==> src/verilog/asrbc_pkg.sv <==
// shared offsets, field positions, reset values and timing counts of the serial block
package asrbc_pkg;

  // register byte offsets
  localparam logic [3:0] ADDR_CTRL = 4'h0;
  localparam logic [3:0] ADDR_STAT = 4'h4;
  localparam logic [3:0] ADDR_RXD = 4'h8;
  localparam logic [3:0] ADDR_TXD = 4'hc;

  // control register fields
  localparam int C_TE = 0;
  localparam int C_M = 1;
  localparam int C_BDE = 2;
  localparam int C_TX_POLARITY = 3;
  localparam int C_RX_POLARITY = 4;
  localparam int C_BEM_LO = 5;
  localparam int C_BEM_HI = 6;
  localparam int C_RIE = 7;
  localparam int C_PE = 8;
  localparam int C_PO = 9;

  // status register fields (flags are write-one-to-clear)
  localparam int F_FULL = 0;
  localparam int F_FE = 1;
  localparam int F_NF = 2;
  localparam int F_PERR = 3;
  localparam int F_BRK = 4;
  localparam int F_BERR = 5;

  // reset values
  localparam logic [9:0] CTRL_RST = 10'h000;
  localparam logic [5:0] FLG_RST = 6'h00;

  // oversample positions within one bit time
  localparam logic [4:0] RT_V1 = 5'h03;
  localparam logic [4:0] RT_V2 = 5'h05;
  localparam logic [4:0] RT_V3 = 5'h07;
  localparam logic [4:0] RT_D1 = 5'h08;
  localparam logic [4:0] RT_D2 = 5'h09;
  localparam logic [4:0] RT_D3 = 5'h0a;
  localparam logic [4:0] RT_LAST = 5'h10;

  // transmit bit timing and collision compare points
  localparam logic [3:0] TX_RT_LAST = 4'hf;
  localparam logic [3:0] BEM_PT_A = 4'h9;
  localparam logic [3:0] BEM_PT_B = 4'hd;
  localparam logic [1:0] BEM_A = 2'h1;
  localparam logic [1:0] BEM_B = 2'h2;

  // character lengths: data bits and whole frame bits
  localparam logic [3:0] DBITS8 = 4'h8;
  localparam logic [3:0] DBITS9 = 4'h9;
  localparam logic [3:0] LEN8 = 4'ha;
  localparam logic [3:0] LEN9 = 4'hb;

endpackage

==> src/verilog/asrbc_vote_if.sv <==
// three-sample vote request and answer between the receiver and the voter
`timescale 1ns/10ps
interface asrbc_vote_if;
  logic [2:0] smp;
  logic maj;
  logic noise;

  modport voter
  (
    input smp,
    output maj,
    output noise
  );

  modport user
  (
    output smp,
    input maj,
    input noise
  );
endinterface

==> src/verilog/asrbc_vote.sv <==
// majority and disagreement of three line samples
`timescale 1ns/10ps
module asrbc_vote
(
  asrbc_vote_if.voter vif
);

  function automatic logic asrbc_majority(input logic [2:0] s);
    asrbc_majority = (s[0] & s[1]) | (s[0] & s[2]) | (s[1] & s[2]);
  endfunction

  assign vif.maj = asrbc_majority(vif.smp);
  assign vif.noise = (vif.smp != 3'h0) && (vif.smp != 3'h7);

endmodule

==> src/verilog/asrbc_sync.sv <==
// three-stage pin synchroniser; output moves only when stages two and three agree
`timescale 1ns/10ps
module asrbc_sync
#(
  parameter logic RST_VAL = 1'b1
)
(
  input wire logic clk,
  input wire logic rst_b,
  input wire logic d,
  output logic q
);

  typedef struct packed {
    logic s1;
    logic s2;
    logic s3;
    logic q;
  } asrbc_sync_t;

  localparam asrbc_sync_t SYNC_RST = '{s1: RST_VAL, s2: RST_VAL, s3: RST_VAL, q: RST_VAL};

  asrbc_sync_t r;
  asrbc_sync_t n;

  always_comb
  begin
    n = r;
    n.s1 = d;
    n.s2 = r.s1;
    n.s3 = r.s2;
    if (r.s2 == r.s3)
    begin
      n.q = r.s3;
    end
  end

  always_ff @(posedge clk or negedge rst_b)
  begin
    if (!rst_b)
    begin
      r <= SYNC_RST;
    end
    else
    begin
      r <= n;
    end
  end

  assign q = r.q;

endmodule

==> src/verilog/asrbc_top.sv <==
// serial receiver with break detect, idle/preamble transmitter and collision check
//
// Local design decisions: the address map and the address-and-strobe port.
`timescale 1ns/10ps

// What this block does
// - break from start bit transfers nothing
// - mid-frame break stores partial byte with errors
// - break recognized sets the break flag
// - idle and preamble are all ones
// - idle length ten or eleven ones
// - disabling transmitter finishes current frame first
// - enable toggle queues one idle character
// - late re-enable discards pending transmit data
// - disabled and done releases the transmit pin
// - enabled collision mode compares transmit and receive
// - mismatch drives idle bit and aborts frame
// - mismatch sets flags, blocks until cleared
// - collision check off keeps its flag clear
// - eight or nine bit receive characters
// - complete frame stored, full set, request
// - sixteen ticks per bit, resync on edges
// - start search needs three ones then zero
// - start verified from samples three, five, seven
// - failed start restarts search without noise
// - data bit is majority of eight-ten
// - stop samples give framing and noise
// - start bit late samples only flag noise
module asrbc_top
  import asrbc_pkg::*;
(
  input wire logic ref_clk,
  input wire logic rst_b,
  input wire logic [3:0] reg_addr,
  input wire logic [15:0] reg_wdata,
  input wire logic reg_wr,
  input wire logic reg_rd,
  output logic [15:0] reg_rdata,
  input wire logic oversample_tick,
  input wire logic rx_pin,
  output logic tx_out,
  output logic tx_oe_b,
  output logic rx_irq_req
);

  typedef enum logic [2:0] {R_IDLE, R_START, R_DATA, R_STOP, R_BRK} asrbc_rx_st_t;
  typedef enum logic [1:0] {T_IDLE, T_SEND} asrbc_tx_st_t;

  typedef struct packed {
    logic [9:0] ctrl;
    logic [5:0] flg;
    logic tx_buffer_empty;
    logic tc;
    logic [8:0] rxd;
    logic [8:0] txd;
    logic tdr_full;
    logic [15:0] rdata;
    logic irq;
    logic tx_out;
    logic tx_oe_b;
    asrbc_rx_st_t rs;
    logic [4:0] rt;
    logic [2:0] hist;
    logic [1:0] smp;
    logic [3:0] bitn;
    logic [8:0] sh;
    logic nf_acc;
    logic last1;
    logic prev;
    logic eseen;
    logic [4:0] ecnt;
    logic [3:0] zrun;
    logic commit;
    logic brk_ev;
    asrbc_tx_st_t ts;
    logic [3:0] trt;
    logic [3:0] tbit;
    logic [10:0] tsh;
    logic frm;
    logic pre_pend;
    logic te_q;
    logic abort;
  } asrbc_state_t;

  localparam asrbc_state_t ST_RST = '{ctrl: CTRL_RST, flg: FLG_RST, tx_buffer_empty: 1'b1, tc: 1'b1,
                                      tx_out: 1'b1, tx_oe_b: 1'b1, rs: R_IDLE, ts: T_IDLE,
                                      tsh: 11'h7ff, default: '0};

  asrbc_state_t r;
  asrbc_state_t n;
  logic rx_sync;

  asrbc_vote_if vif ();

  asrbc_sync #(.RST_VAL(1'b1)) u_rx_sync
  (
    .clk(ref_clk),
    .rst_b(rst_b),
    .d(rx_pin),
    .q(rx_sync)
  );

  asrbc_vote u_vote
  (
    .vif(vif)
  );

  // modes 00 and 11 leave the collision check off
  function automatic logic bem_on(input logic [1:0] mode);
    bem_on = (mode == BEM_A) || (mode == BEM_B);
  endfunction

  always_comb
  begin
    logic char9;
    logic [3:0] nbits;
    logic [3:0] flen;
    logic rxl;
    logic [4:0] t;
    logic b;
    logic [3:0] zr;
    logic [4:0] ec;
    logic es;
    logic [8:0] dat;
    logic [3:0] pt;
    char9 = r.ctrl[C_M];
    nbits = char9 ? DBITS9 : DBITS8;
    flen = char9 ? LEN9 : LEN8;
    rxl = rx_sync ^ r.ctrl[C_RX_POLARITY];
    t = (r.rt == RT_LAST) ? 5'h01 : r.rt + 5'h01;
    b = 1'b0;
    zr = r.zrun;
    ec = r.ecnt;
    es = r.eseen;
    dat = char9 ? r.sh : {1'b0, r.sh[8:1]};
    pt = (r.ctrl[C_BEM_HI:C_BEM_LO] == BEM_A) ? BEM_PT_A : BEM_PT_B;
    // voter always sees the two stored samples plus the current one
    vif.smp = {r.smp, rxl};
    n = r;
    n.commit = 1'b0;
    n.brk_ev = 1'b0;
    n.rdata = 16'h0000;

    // flag clear first so a hardware set in the same cycle wins
    if (reg_wr && reg_addr == ADDR_STAT)
    begin
      n.flg = r.flg & ~reg_wdata[5:0];
    end

    if (reg_rd)
    begin
      case (reg_addr)
        ADDR_CTRL: n.rdata = {6'h00, r.ctrl};
        ADDR_STAT: n.rdata = {8'h00, r.tc, r.tx_buffer_empty, r.flg};
        ADDR_RXD: n.rdata = {7'h00, r.rxd};
        default: n.rdata = 16'h0000;
      endcase
    end

    // receiver
    if (oversample_tick)
    begin
      case (r.rs)
        R_IDLE:
        begin
          n.hist = {r.hist[1:0], rxl};
          if (r.hist == 3'h7 && !rxl)
          begin
            n.rs = R_START;
            n.rt = 5'h01;
            n.nf_acc = 1'b0;
            n.smp = 2'h0;
          end
        end
        R_START:
        begin
          n.rt = t;
          if (t == RT_V1 || t == RT_V2)
          begin
            n.smp = {r.smp[0], rxl};
          end
          if (t == RT_V3)
          begin
            if (vif.maj)
            begin
              // rejected edge: back to search, noise left alone
              n.rs = R_IDLE;
              n.hist = 3'h0;
              n.rt = 5'h00;
            end
            else
            begin
              n.nf_acc = vif.noise;
            end
          end
          if (t >= RT_D1 && t <= RT_D3 && rxl)
          begin
            n.nf_acc = 1'b1;
          end
          if (t == RT_LAST)
          begin
            n.rs = R_DATA;
            n.bitn = 4'h0;
            n.zrun = 4'h1;
            n.last1 = 1'b0;
            n.eseen = 1'b0;
            n.prev = 1'b0;
          end
        end
        R_DATA, R_STOP, R_BRK:
        begin
          n.rt = t;
          n.prev = rxl;
          // remember where a falling edge follows a one bit, for resync
          if (r.last1 && !r.eseen && r.prev && !rxl)
          begin
            es = 1'b1;
            ec = 5'h01;
          end
          else if (r.eseen && r.ecnt != RT_LAST)
          begin
            ec = r.ecnt + 5'h01;
          end
          n.eseen = es;
          n.ecnt = ec;
          if (t == RT_D1 || t == RT_D2)
          begin
            n.smp = {r.smp[0], rxl};
          end
          if (t == RT_D3)
          begin
            b = vif.maj;
            zr = b ? 4'h0 : ((r.zrun == 4'hf) ? r.zrun : r.zrun + 4'h1);
            n.zrun = zr;
            n.last1 = b;
            n.eseen = 1'b0;
            if (r.last1 && !b && es)
            begin
              n.rt = ec;
            end
            if (r.rs == R_DATA)
            begin
              n.nf_acc = r.nf_acc | vif.noise;
              n.sh = {b, r.sh[8:1]};
              n.bitn = r.bitn + 4'h1;
              if (r.bitn + 4'h1 == nbits)
              begin
                n.rs = R_STOP;
              end
            end
            else if (r.rs == R_STOP)
            begin
              n.hist = 3'h0;
              if (r.ctrl[C_BDE] && !b && zr >= flen)
              begin
                // whole frame was zeros: a break, nothing stored
                n.brk_ev = 1'b1;
                n.flg[F_BRK] = 1'b1;
                n.rs = R_BRK;
              end
              else
              begin
                n.commit = 1'b1;
                n.rxd = dat;
                n.flg[F_FULL] = 1'b1;
                n.flg[F_FE] = n.flg[F_FE] | !b;
                n.flg[F_NF] = n.flg[F_NF] | r.nf_acc | vif.noise;
                n.flg[F_PERR] = n.flg[F_PERR] | (r.ctrl[C_PE] & (^dat ^ r.ctrl[C_PO]));
                n.rs = (r.ctrl[C_BDE] && !b) ? R_BRK : R_IDLE;
              end
            end
            else
            begin
              // stay here until the line returns to one
              if (b)
              begin
                n.rs = R_IDLE;
                n.hist = 3'h0;
              end
              else if (zr == flen)
              begin
                n.brk_ev = 1'b1;
                n.flg[F_BRK] = 1'b1;
              end
            end
          end
        end
        default: n.rs = R_IDLE;
      endcase
    end

    // transmitter
    n.te_q = r.ctrl[C_TE];
    if (r.ctrl[C_TE] && !r.te_q)
    begin
      n.pre_pend = 1'b1;
    end
    if (oversample_tick)
    begin
      case (r.ts)
        T_IDLE:
        begin
          if (r.ctrl[C_TE] && !r.flg[F_BERR])
          begin
            if (r.pre_pend)
            begin
              n.tsh = 11'h7ff;
              n.frm = 1'b0;
              n.ts = T_SEND;
              n.trt = 4'h0;
              n.tbit = 4'h0;
              n.pre_pend = 1'b0;
              n.tc = 1'b0;
            end
            else if (r.tdr_full)
            begin
              n.tsh = char9 ? {1'b1, r.txd, 1'b0} : {2'h3, r.txd[7:0], 1'b0};
              n.frm = 1'b1;
              n.ts = T_SEND;
              n.trt = 4'h0;
              n.tbit = 4'h0;
              n.tdr_full = 1'b0;
              n.tx_buffer_empty = 1'b1;
              n.tc = 1'b0;
            end
          end
        end
        T_SEND:
        begin
          n.trt = r.trt + 4'h1;
          if (bem_on(r.ctrl[C_BEM_HI:C_BEM_LO]) && !r.abort && r.trt == pt &&
              rxl != r.tsh[0])
          begin
            n.abort = 1'b1;
            n.tdr_full = 1'b0;
            n.flg[F_BERR] = 1'b1;
            n.tx_buffer_empty = 1'b1;
            n.tc = 1'b1;
          end
          if (r.trt == TX_RT_LAST)
          begin
            if (r.abort)
            begin
              // the idle level after abort is the high bit that follows
              n.ts = T_IDLE;
              n.abort = 1'b0;
              n.tsh = 11'h7ff;
            end
            else
            begin
              n.tsh = {1'b1, r.tsh[10:1]};
              n.tbit = r.tbit + 4'h1;
              if (r.frm && r.tbit + 4'h2 == flen && !r.ctrl[C_TE])
              begin
                // stop bit starts with the transmitter off: pending data is lost
                n.tdr_full = 1'b0;
                n.tx_buffer_empty = 1'b1;
              end
              if (r.tbit + 4'h1 == flen)
              begin
                n.ts = T_IDLE;
                n.tc = !n.tdr_full && !n.pre_pend;
              end
            end
          end
        end
        default: n.ts = T_IDLE;
      endcase
    end

    // software writes last so a same-cycle transmit load keeps the new byte
    if (reg_wr && reg_addr == ADDR_CTRL)
    begin
      n.ctrl = reg_wdata[9:0];
    end
    if (reg_wr && reg_addr == ADDR_TXD)
    begin
      n.txd = reg_wdata[8:0];
      n.tdr_full = 1'b1;
      n.tx_buffer_empty = 1'b0;
      n.tc = 1'b0;
    end
    if (!bem_on(n.ctrl[C_BEM_HI:C_BEM_LO]))
    begin
      n.flg[F_BERR] = 1'b0;
    end

    n.tx_oe_b = !((n.ts != T_IDLE) || n.ctrl[C_TE]);
    n.tx_out = ((n.ts == T_SEND) ? n.tsh[0] : 1'b1) ^ n.ctrl[C_TX_POLARITY];
    n.irq = n.flg[F_FULL] & n.ctrl[C_RIE];
  end

  always_ff @(posedge ref_clk or negedge rst_b)
  begin
    if (!rst_b)
    begin
      r <= ST_RST;
    end
    else
    begin
      r <= n;
    end
  end

  assign reg_rdata = r.rdata;
  assign tx_out = r.tx_out;
  assign tx_oe_b = r.tx_oe_b;
  assign rx_irq_req = r.irq;
endmodule

==> config.mk <==
export PLATFORM = sky130hd
export DESIGN_NAME = asrbc_top
export DESIGN_NICKNAME = d
export VERILOG_FILES = /design/src/verilog/asrbc_pkg.sv /design/src/verilog/asrbc_vote_if.sv /design/src/verilog/asrbc_vote.sv /design/src/verilog/asrbc_sync.sv /design/src/verilog/asrbc_top.sv
export SDC_FILE = /design/constraint.sdc
export NUM_CORES = 1
export LEC_CHECK = 0
export BUFFER_PORTS_ARGS = -buffer_cell sky130_fd_sc_hd__buf_4
export CORE_MARGIN = 4
export CORE_UTILIZATION = 60
export DETAILED_ROUTE_END_ITERATION = 10
export PLACE_DENSITY = 0.79
export SLEW_MARGIN = 20
export SYNTH_ARGS = -nofsm -noshare
export SYNTH_HDL_FRONTEND = slang
export SYNTH_HIERARCHICAL = 1
export SYNTH_SLANG_ARGS = --single-unit
==> constraint.sdc <==
create_clock -name ref_clk -period 5.1 [get_ports ref_clk]
set_input_delay 0.765 -clock ref_clk [delete_from_list [all_inputs] [get_ports ref_clk]]
set_output_delay 0.765 -clock ref_clk [all_outputs]
set_load 0.005 [all_outputs]
# Word-level counts from Yosys, hierarchy flattened
# Cells that the tools add are included.
op_classes:
  n_addsub: 7
  magnitude_cmp: 3
  eq_ne: 57
  muxes: 116
  bitwise_logic: 19
  reduce_logical: 70
ops:
  columns: ["operator", "count"]
  rows:
  - ["10-bit case mux with 3 select lines", 2]
  - ["1-bit two-way mux", 46]
  - ["23-bit two-way mux", 2]
  - ["22-bit two-way mux", 2]
  - ["5-bit two-way mux", 8]
  - ["19-bit case mux with 2 select lines", 1]
  - ["11-bit two-way mux", 3]
  - ["3-bit two-way mux", 11]
  - ["3-bit != test, second input constant", 11]
  - ["10-bit two-way mux", 3]
  - ["15-bit two-way mux", 2]
  - ["2-bit two-way mux", 15]
  - ["4-bit two-way mux", 7]
  - ["2-bit != test, second input constant", 12]
  - ["4-bit AND reduction", 6]
  - ["1-bit logical AND", 23]
  - ["7-bit AND reduction", 3]
  - ["4-bit == test", 5]
  - ["5-bit AND reduction", 4]
  - ["4-bit by 1-bit adder with 4-bit output, second input constant", 4]
  - ["4-bit == test, second input constant", 4]
  - ["8-bit two-way mux", 2]
  - ["4-bit case mux with 2 select lines", 2]
  - ["5-bit by 4-bit == test with 1-bit output, second input constant", 3]
  - ["44 further kinds", 91]
word_totals:
  ff_bits: 124
  input_bits: 26
  elab_cells: 309

# Logic depth before layout (Yosys ltp)
depth:
  word_depth: 19
  mapped_depth: 13

# Cells and area by module
# The synthesis kept the hierarchy.
by_module_without_submodules:
  columns: ["mod", "instances", "cells_per_inst", "area_per_inst_um2", "seq_area_each_um2"]
  rows:
  - ["asrbc_top", 1, 656, 6436.2, 2871.5]
  - ["asrbc_sync", 1, 5, 116.4, 105.1]
  - ["asrbc_vote", 1, 4, 26.3, 0.0]

# Least setup slack after synthesis
# No wires, ideal clock.
synth_timing:
  path_type: "register to register"
  start: "register u_rx_sync.r, in the netlist u_rx_sync/q"
  end: "register r[100] (netlist name)"
  setup_ps: 125
  arrival_ps: 2924
  t_required_ps: 4975
  slack_ps: 2051
  stages_incl_launch_ff: 14
  n_path_buf: 2
  period_less_slack_ps: 3049
  cell_sequence: "dfstp_2 > xnor2_1 > inv_1 > maj3_2 > clkbuf_1 > inv_1 > nand2_1 > ha_1 > nor2b_1 > nor3_1 > o211ai_1 > nand2_1 > buf_2 > mux2_2"
synth_between:
  elab_chain_len: 9
synth_rtl:
  columns: ["element", "line", "source"]
  rows:
  - ["from (decl)", "asrbc_sync.sv:23", "asrbc_sync_t r;"]
  - ["from (signal assigned)", "asrbc_sync.sv:46", "r <= n;"]
  - ["1-bit XOR *", "asrbc_top.sv:129", "rxl = rx_sync ^ r.ctrl[C_RX_POLARITY];"]
  - ["via vif.smp[0]", "asrbc_vote_if.sv:4", "logic [2:0] smp;"]
  - ["1-bit AND", "asrbc_vote.sv:9", "asrbc_majority = (s[0] & s[1]) | (s[0] & s[2]) | (s[1] & s[2]);"]
  - ["1-bit OR * (2 in a row)", "asrbc_vote.sv:9", null]
  - ["via vif.maj", "asrbc_vote_if.sv:5", "logic maj;"]
  - ["4-bit two-way mux or 1-bit zero test (tied branches)", "asrbc_top.sv:233, asrbc_top.sv:254", null]
  - ["4-bit >= comparator or 1-bit logical AND (tied branches)", "asrbc_top.sv:254", "if (r.ctrl[C_BDE] && !b && zr >= flen)"]
  - ["1-bit logical AND *", "asrbc_top.sv:254", null]
  - ["1-bit inverter (no source line) *", null, null]
  - ["6-bit AND reduction (no source line) *", null, null]
  - ["to (signal assigned)", "asrbc_top.sv:401", "r <= n;"]
  - ["to (decl)", "asrbc_top.sv:89", "asrbc_state_t r;"]
# The timed path passes the listed nets; every way through them passes the cells marked *.
# A chain may end at the register's enable or synchronous reset.

# Final worst setup path
layout_timing:
  start: "register r[116] (netlist name)"
  end: "register r[99] (netlist name)"
layout_between:
  elab_chain_len: 9
layout_rtl:
  columns: ["element", "line"]
  rows:
  - ["1-bit XOR *", "asrbc_top.sv:129"]
  - ["via vif.smp[0]", "asrbc_vote_if.sv:4"]
  - ["1-bit AND", "asrbc_vote.sv:9"]
  - ["1-bit OR * (2 in a row)", "asrbc_vote.sv:9"]
  - ["via vif.maj", "asrbc_vote_if.sv:5"]
  - ["4-bit two-way mux or 1-bit zero test (tied branches)", "asrbc_top.sv:233, asrbc_top.sv:254"]
  - ["4-bit >= comparator or 1-bit logical AND (tied branches)", "asrbc_top.sv:254"]
  - ["1-bit logical AND *", "asrbc_top.sv:254"]
  - ["1-bit inverter (no source line) *", null]
  - ["6-bit AND reduction (no source line) *", null]
# Marks and branches as above.

==> impl_metrics.sql <==
INSERT INTO impl_metrics (metric_group, metric, value, unit) VALUES
('outcome', 'status', 'finished, final reports clean', ''),
('min_path', 'hold_path_class', 'primary input to asynchronous set/reset pin', ''),
('sta', 'clock-skew-final', '5.68', 'ps'),
('logic_synthesis', 'mappedNetlistArea', '6580', 'µm²'),
('clocking', 'clk-insertion-delay-late', '530', 'ps'),
('power', 'seqPwrFrac', '38.8', '%'),
('clocking', 'cts_tree', 'built', ''),
('route', 'drt-pass1-iter-count', '5', ''),
('route', 'postRouteAntennaNets', '0', ''),
('setup_path', 'critPathRequiredTime', '5500', 'ps'),
('placed_design', 'dpl-instance-area', '6780', 'µm²'),
('setup_path', 'maximum_fanout_along_the_worst_path', '14', ''),
('grt', 'number_of_antenna_violations_at_the_first_check_in_global_routing', '0', ''),
('die', 'die_footprint', '12700', 'µm²'),
('grt', 'grt_max_degree', '87', ''),
('route', 'routed_wirelength', '14900', 'µm'),
('logic_synthesis', 'synth_warnings', '6', ''),
('setup_path', 'worst-r2r-cell-count', '11', ''),
('logic_synthesis', 'dominantRegCellSynth', 'sky130_fd_sc_hd__dfrtp_1', ''),
('route', 'route.detailed.drc', '0', ''),
('die', 'die_height', '113', 'µm'),
('finish', 'syn_to_final_growth', '12.1', '%'),
('sta', 'slew_at_the_pin_closest_to_its_max_slew_limit', '965', 'ps'),
('power', 'p_clk_share', '34.6', '%'),
('clocking', 'cts.repair_timing.setup_buffer_count', '0', ''),
('finish', 'final_net_count', '720', ''),
('sta', 'normalized_max_slew_margin', '35.4', '%'),
('grt', 'grt_util_all_layers', '24.3', '%'),
('finish', 'mostFrequentLayoutCell', 'sky130_fd_sc_hd__dfrtp_1', ''),
('finish', 'fraction_of_layout_cells_with_a_size_suffix_above_1', '20.9', '%'),
('job', 'max_cap_violations', '0', ''),
('sta', 'max_freq', '0.279', 'GHz'),
('setup_path', 'worst-setup-path-type', 'flop to flop', ''),
('logic_synthesis', 'syn_inst', '665', ''),
('grt', 'grt_pass1_wl', '24800', 'µm'),
('sta', 'fin_crit', '3580', 'ps'),
('setup_path', 'setup.worst_path.start_class', 'flop', ''),
('logic_synthesis', 'ys_seq_elements', '118', ''),
('sta', 'setup_tns', '0', 'ps'),
('logic_synthesis', 'postSynth.asyncResetShare', '100', '%'),
('placed_design', 'dpl.hpwl', '10300', 'µm'),
('sta', 'layout_worst_path_cycle_share', '70.2', '%'),
('placed_design', 'io_buffers', '32', ''),
('logic_synthesis', 'netlist.top_cell.by_area', 'sky130_fd_sc_hd__dfrtp_1', ''),
('route', 'initialDrtViolationCount', '459', ''),
('logic_synthesis', 'number_of_synthesized_flops_with_an_enable_pin', '0', ''),
('die', 'core_region_area', '10500', 'µm²'),
('die', 'io_pins', '45', ''),
('sta', 'finalHoldViolations', '0', ''),
('clocking', 'worst_path_clk_slew', '60', 'ps'),
('power', 'share_comb_of_total_power', '26.6', '%'),
('clocking', 'cts-root-to-sink-buffers', '2', ''),
('clocking', 'cts_hold_buffers', '0', ''),
('die', 'fp.dieW', '113', 'µm'),
('route', 'dr_total_vias', '5084', ''),
('power', 'ir_worst_vdd', '286', 'µV'),
('sta', 'worst_hold_slack', '290', 'ps'),
('die', 'floorplan.initialDensity', '62.6', '%'),
('power', 'cell_internal_pwr', '2.26', 'mW'),
('logic_synthesis', 'netlist.area_leader.share', '37.7', '%'),
('placed_design', 'gp_congestion', '0.872', ''),
('die', 'floorplan.rows', '37', ''),
('logic_synthesis', 'postSynthAreaPerCell', '9.89', 'µm²'),
('clocking', 'clk_root_buffer_cell', 'sky130_fd_sc_hd__clkbuf_8', ''),
('finish', 'postLayoutCellArea', '7370', 'µm²'),
('power', 'p_per_area', '463', 'nW/µm²'),
('route', 'vias_per_cell', '6.13', ''),
('grt', 'first_global_vias', '4969', ''),
('power', 'p_sw', '1.15', 'mW'),
('sta', 'finalMaxSlewViolations', '0', ''),
('power', 'static-leakage-power', '3.36', 'nW');
## worst max-delay path, stage by stage (launching register included)
cell	delay [ps]
sky130_fd_sc_hd__dfrtp_1	410
sky130_fd_sc_hd__xnor2_1	440
sky130_fd_sc_hd__inv_1	280
sky130_fd_sc_hd__maj3_2	460
sky130_fd_sc_hd__inv_1	240
sky130_fd_sc_hd__nand2_1	110
sky130_fd_sc_hd__ha_1	310
sky130_fd_sc_hd__nor2b_1	50
sky130_fd_sc_hd__nor3_1	160
sky130_fd_sc_hd__o211ai_1	130
sky130_fd_sc_hd__nand2_1	450
sky130_fd_sc_hd__mux2_2	410
## state kept, by name, indices dropped and copies added (netlist names)
name	cells
tx_out	1
n	1
u_rx_sync/r	1
u_rx_sync/q	1
tx_oe_b	1
r	100
reg_rdata	10
u_rx_sync/n	2
rx_irq_req	1
## power groups by stage
stage / sequential (mW) / combinational [mW] / clock, mW
final: 1.33 / 0.907 / 1.18
after global routing: 1.35 / 1.00 / 1.25
after CTS: 1.32 / 0.900 / 1.19
after detailed placement: 1.33 / 0.888 / 0
after global placement: 1.32 / 0.853 / 0
after floorplan: 1.22 / 0.758 / 0
## layout make-up
| class | count | area, µm² | area share [%] |
|---|---|---|---|
| Multi-Input combinational cell | 485 | 3290 | 44.6 |
| Clock buffer | 24 | 460 | 6.24 |
| Clock inverter | 8 | 125 | 1.70 |
| Timing Repair Buffer | 35 | 267 | 3.61 |
| Sequential cell | 118 | 2980 | 40.4 |
| Inverter | 23 | 86.3 | 1.17 |
| Tap cell | 136 | 170 | 2.31 |
## path summary, 6_finish.rpt
path / end / from / slack, ps
min in group ref_clk: u_rx_sync/n[2] / rx_pin / 350
hold reg to reg: u_rx_sync/n[1] / u_rx_sync/n[2] / 350
hold / removal: r[51] / rst_b / 290
setup / recovery: r[99] / r[116] / 1520
max in group asynchronous: tx_out / rst_b / 3870
setup reg to reg: r[99] / r[116] / 1520
## cell usage after synthesis, drive strengths merged, types with 2 or more instances
cell type	count
o211ai	5
o21ai	51
dfrtp	99
nor2	50
dfstp	19
and3	2
nor2b	13
or3b	2
o32a	2
nand3	17
or3	3
nand4	12
mux2	46
or2	2
a21boi	3
or4	3
xor2	9
nor3b	5
a21o	16
nand2	69
a22o	7
xnor2	15
ha	14
o31ai	9
nor3	17
and3b	3
nand2b	11
nand3b	3
maj3	2
buf	27
a21oi	25
o31a	3
a31oi	19
mux2i	17
o221ai	3
inv	23
clkbuf	17
nor4b	2
nand4bb	2
and2	2
## stage by stage
step	total power, mW	setup slack (ps)	utilization, %	std cells
4_1_cts	3.41	1550	70.1	829
3_5_place_dp	2.22	1560	64.5	797
5_1_grt	3.59	1270	70.2	829
6_report	3.42	1520	70.2	829
3_3_place_gp	2.17	1670	64.5	797
2_1_floorplan	1.98	2050	-	670
## cell families after synthesis
| family | share of synthesized area [%] |
|---|---|
| AOI/OAI and AO/OA | 15.1 |
| xor gates and xnor gates | 3.48 |
| adders and majority gates | 3.00 |
| buffers and inverters | 5.10 |
| DFF | 45.2 |
| muxes | 10.7 |
| other | 0.0570 |
| and+or+nand+nor | 17.3 |
## metal layers
metal,GRT usage [%],vias up,part of all wire [%]
met1,33.5,2494,44
met5,0,-,0
met3,5.13,21,5.6
met4,8.01,0,1.3
met2,38.8,183,49
li1,-,2386,-
(Power assumes the default switching activity.)
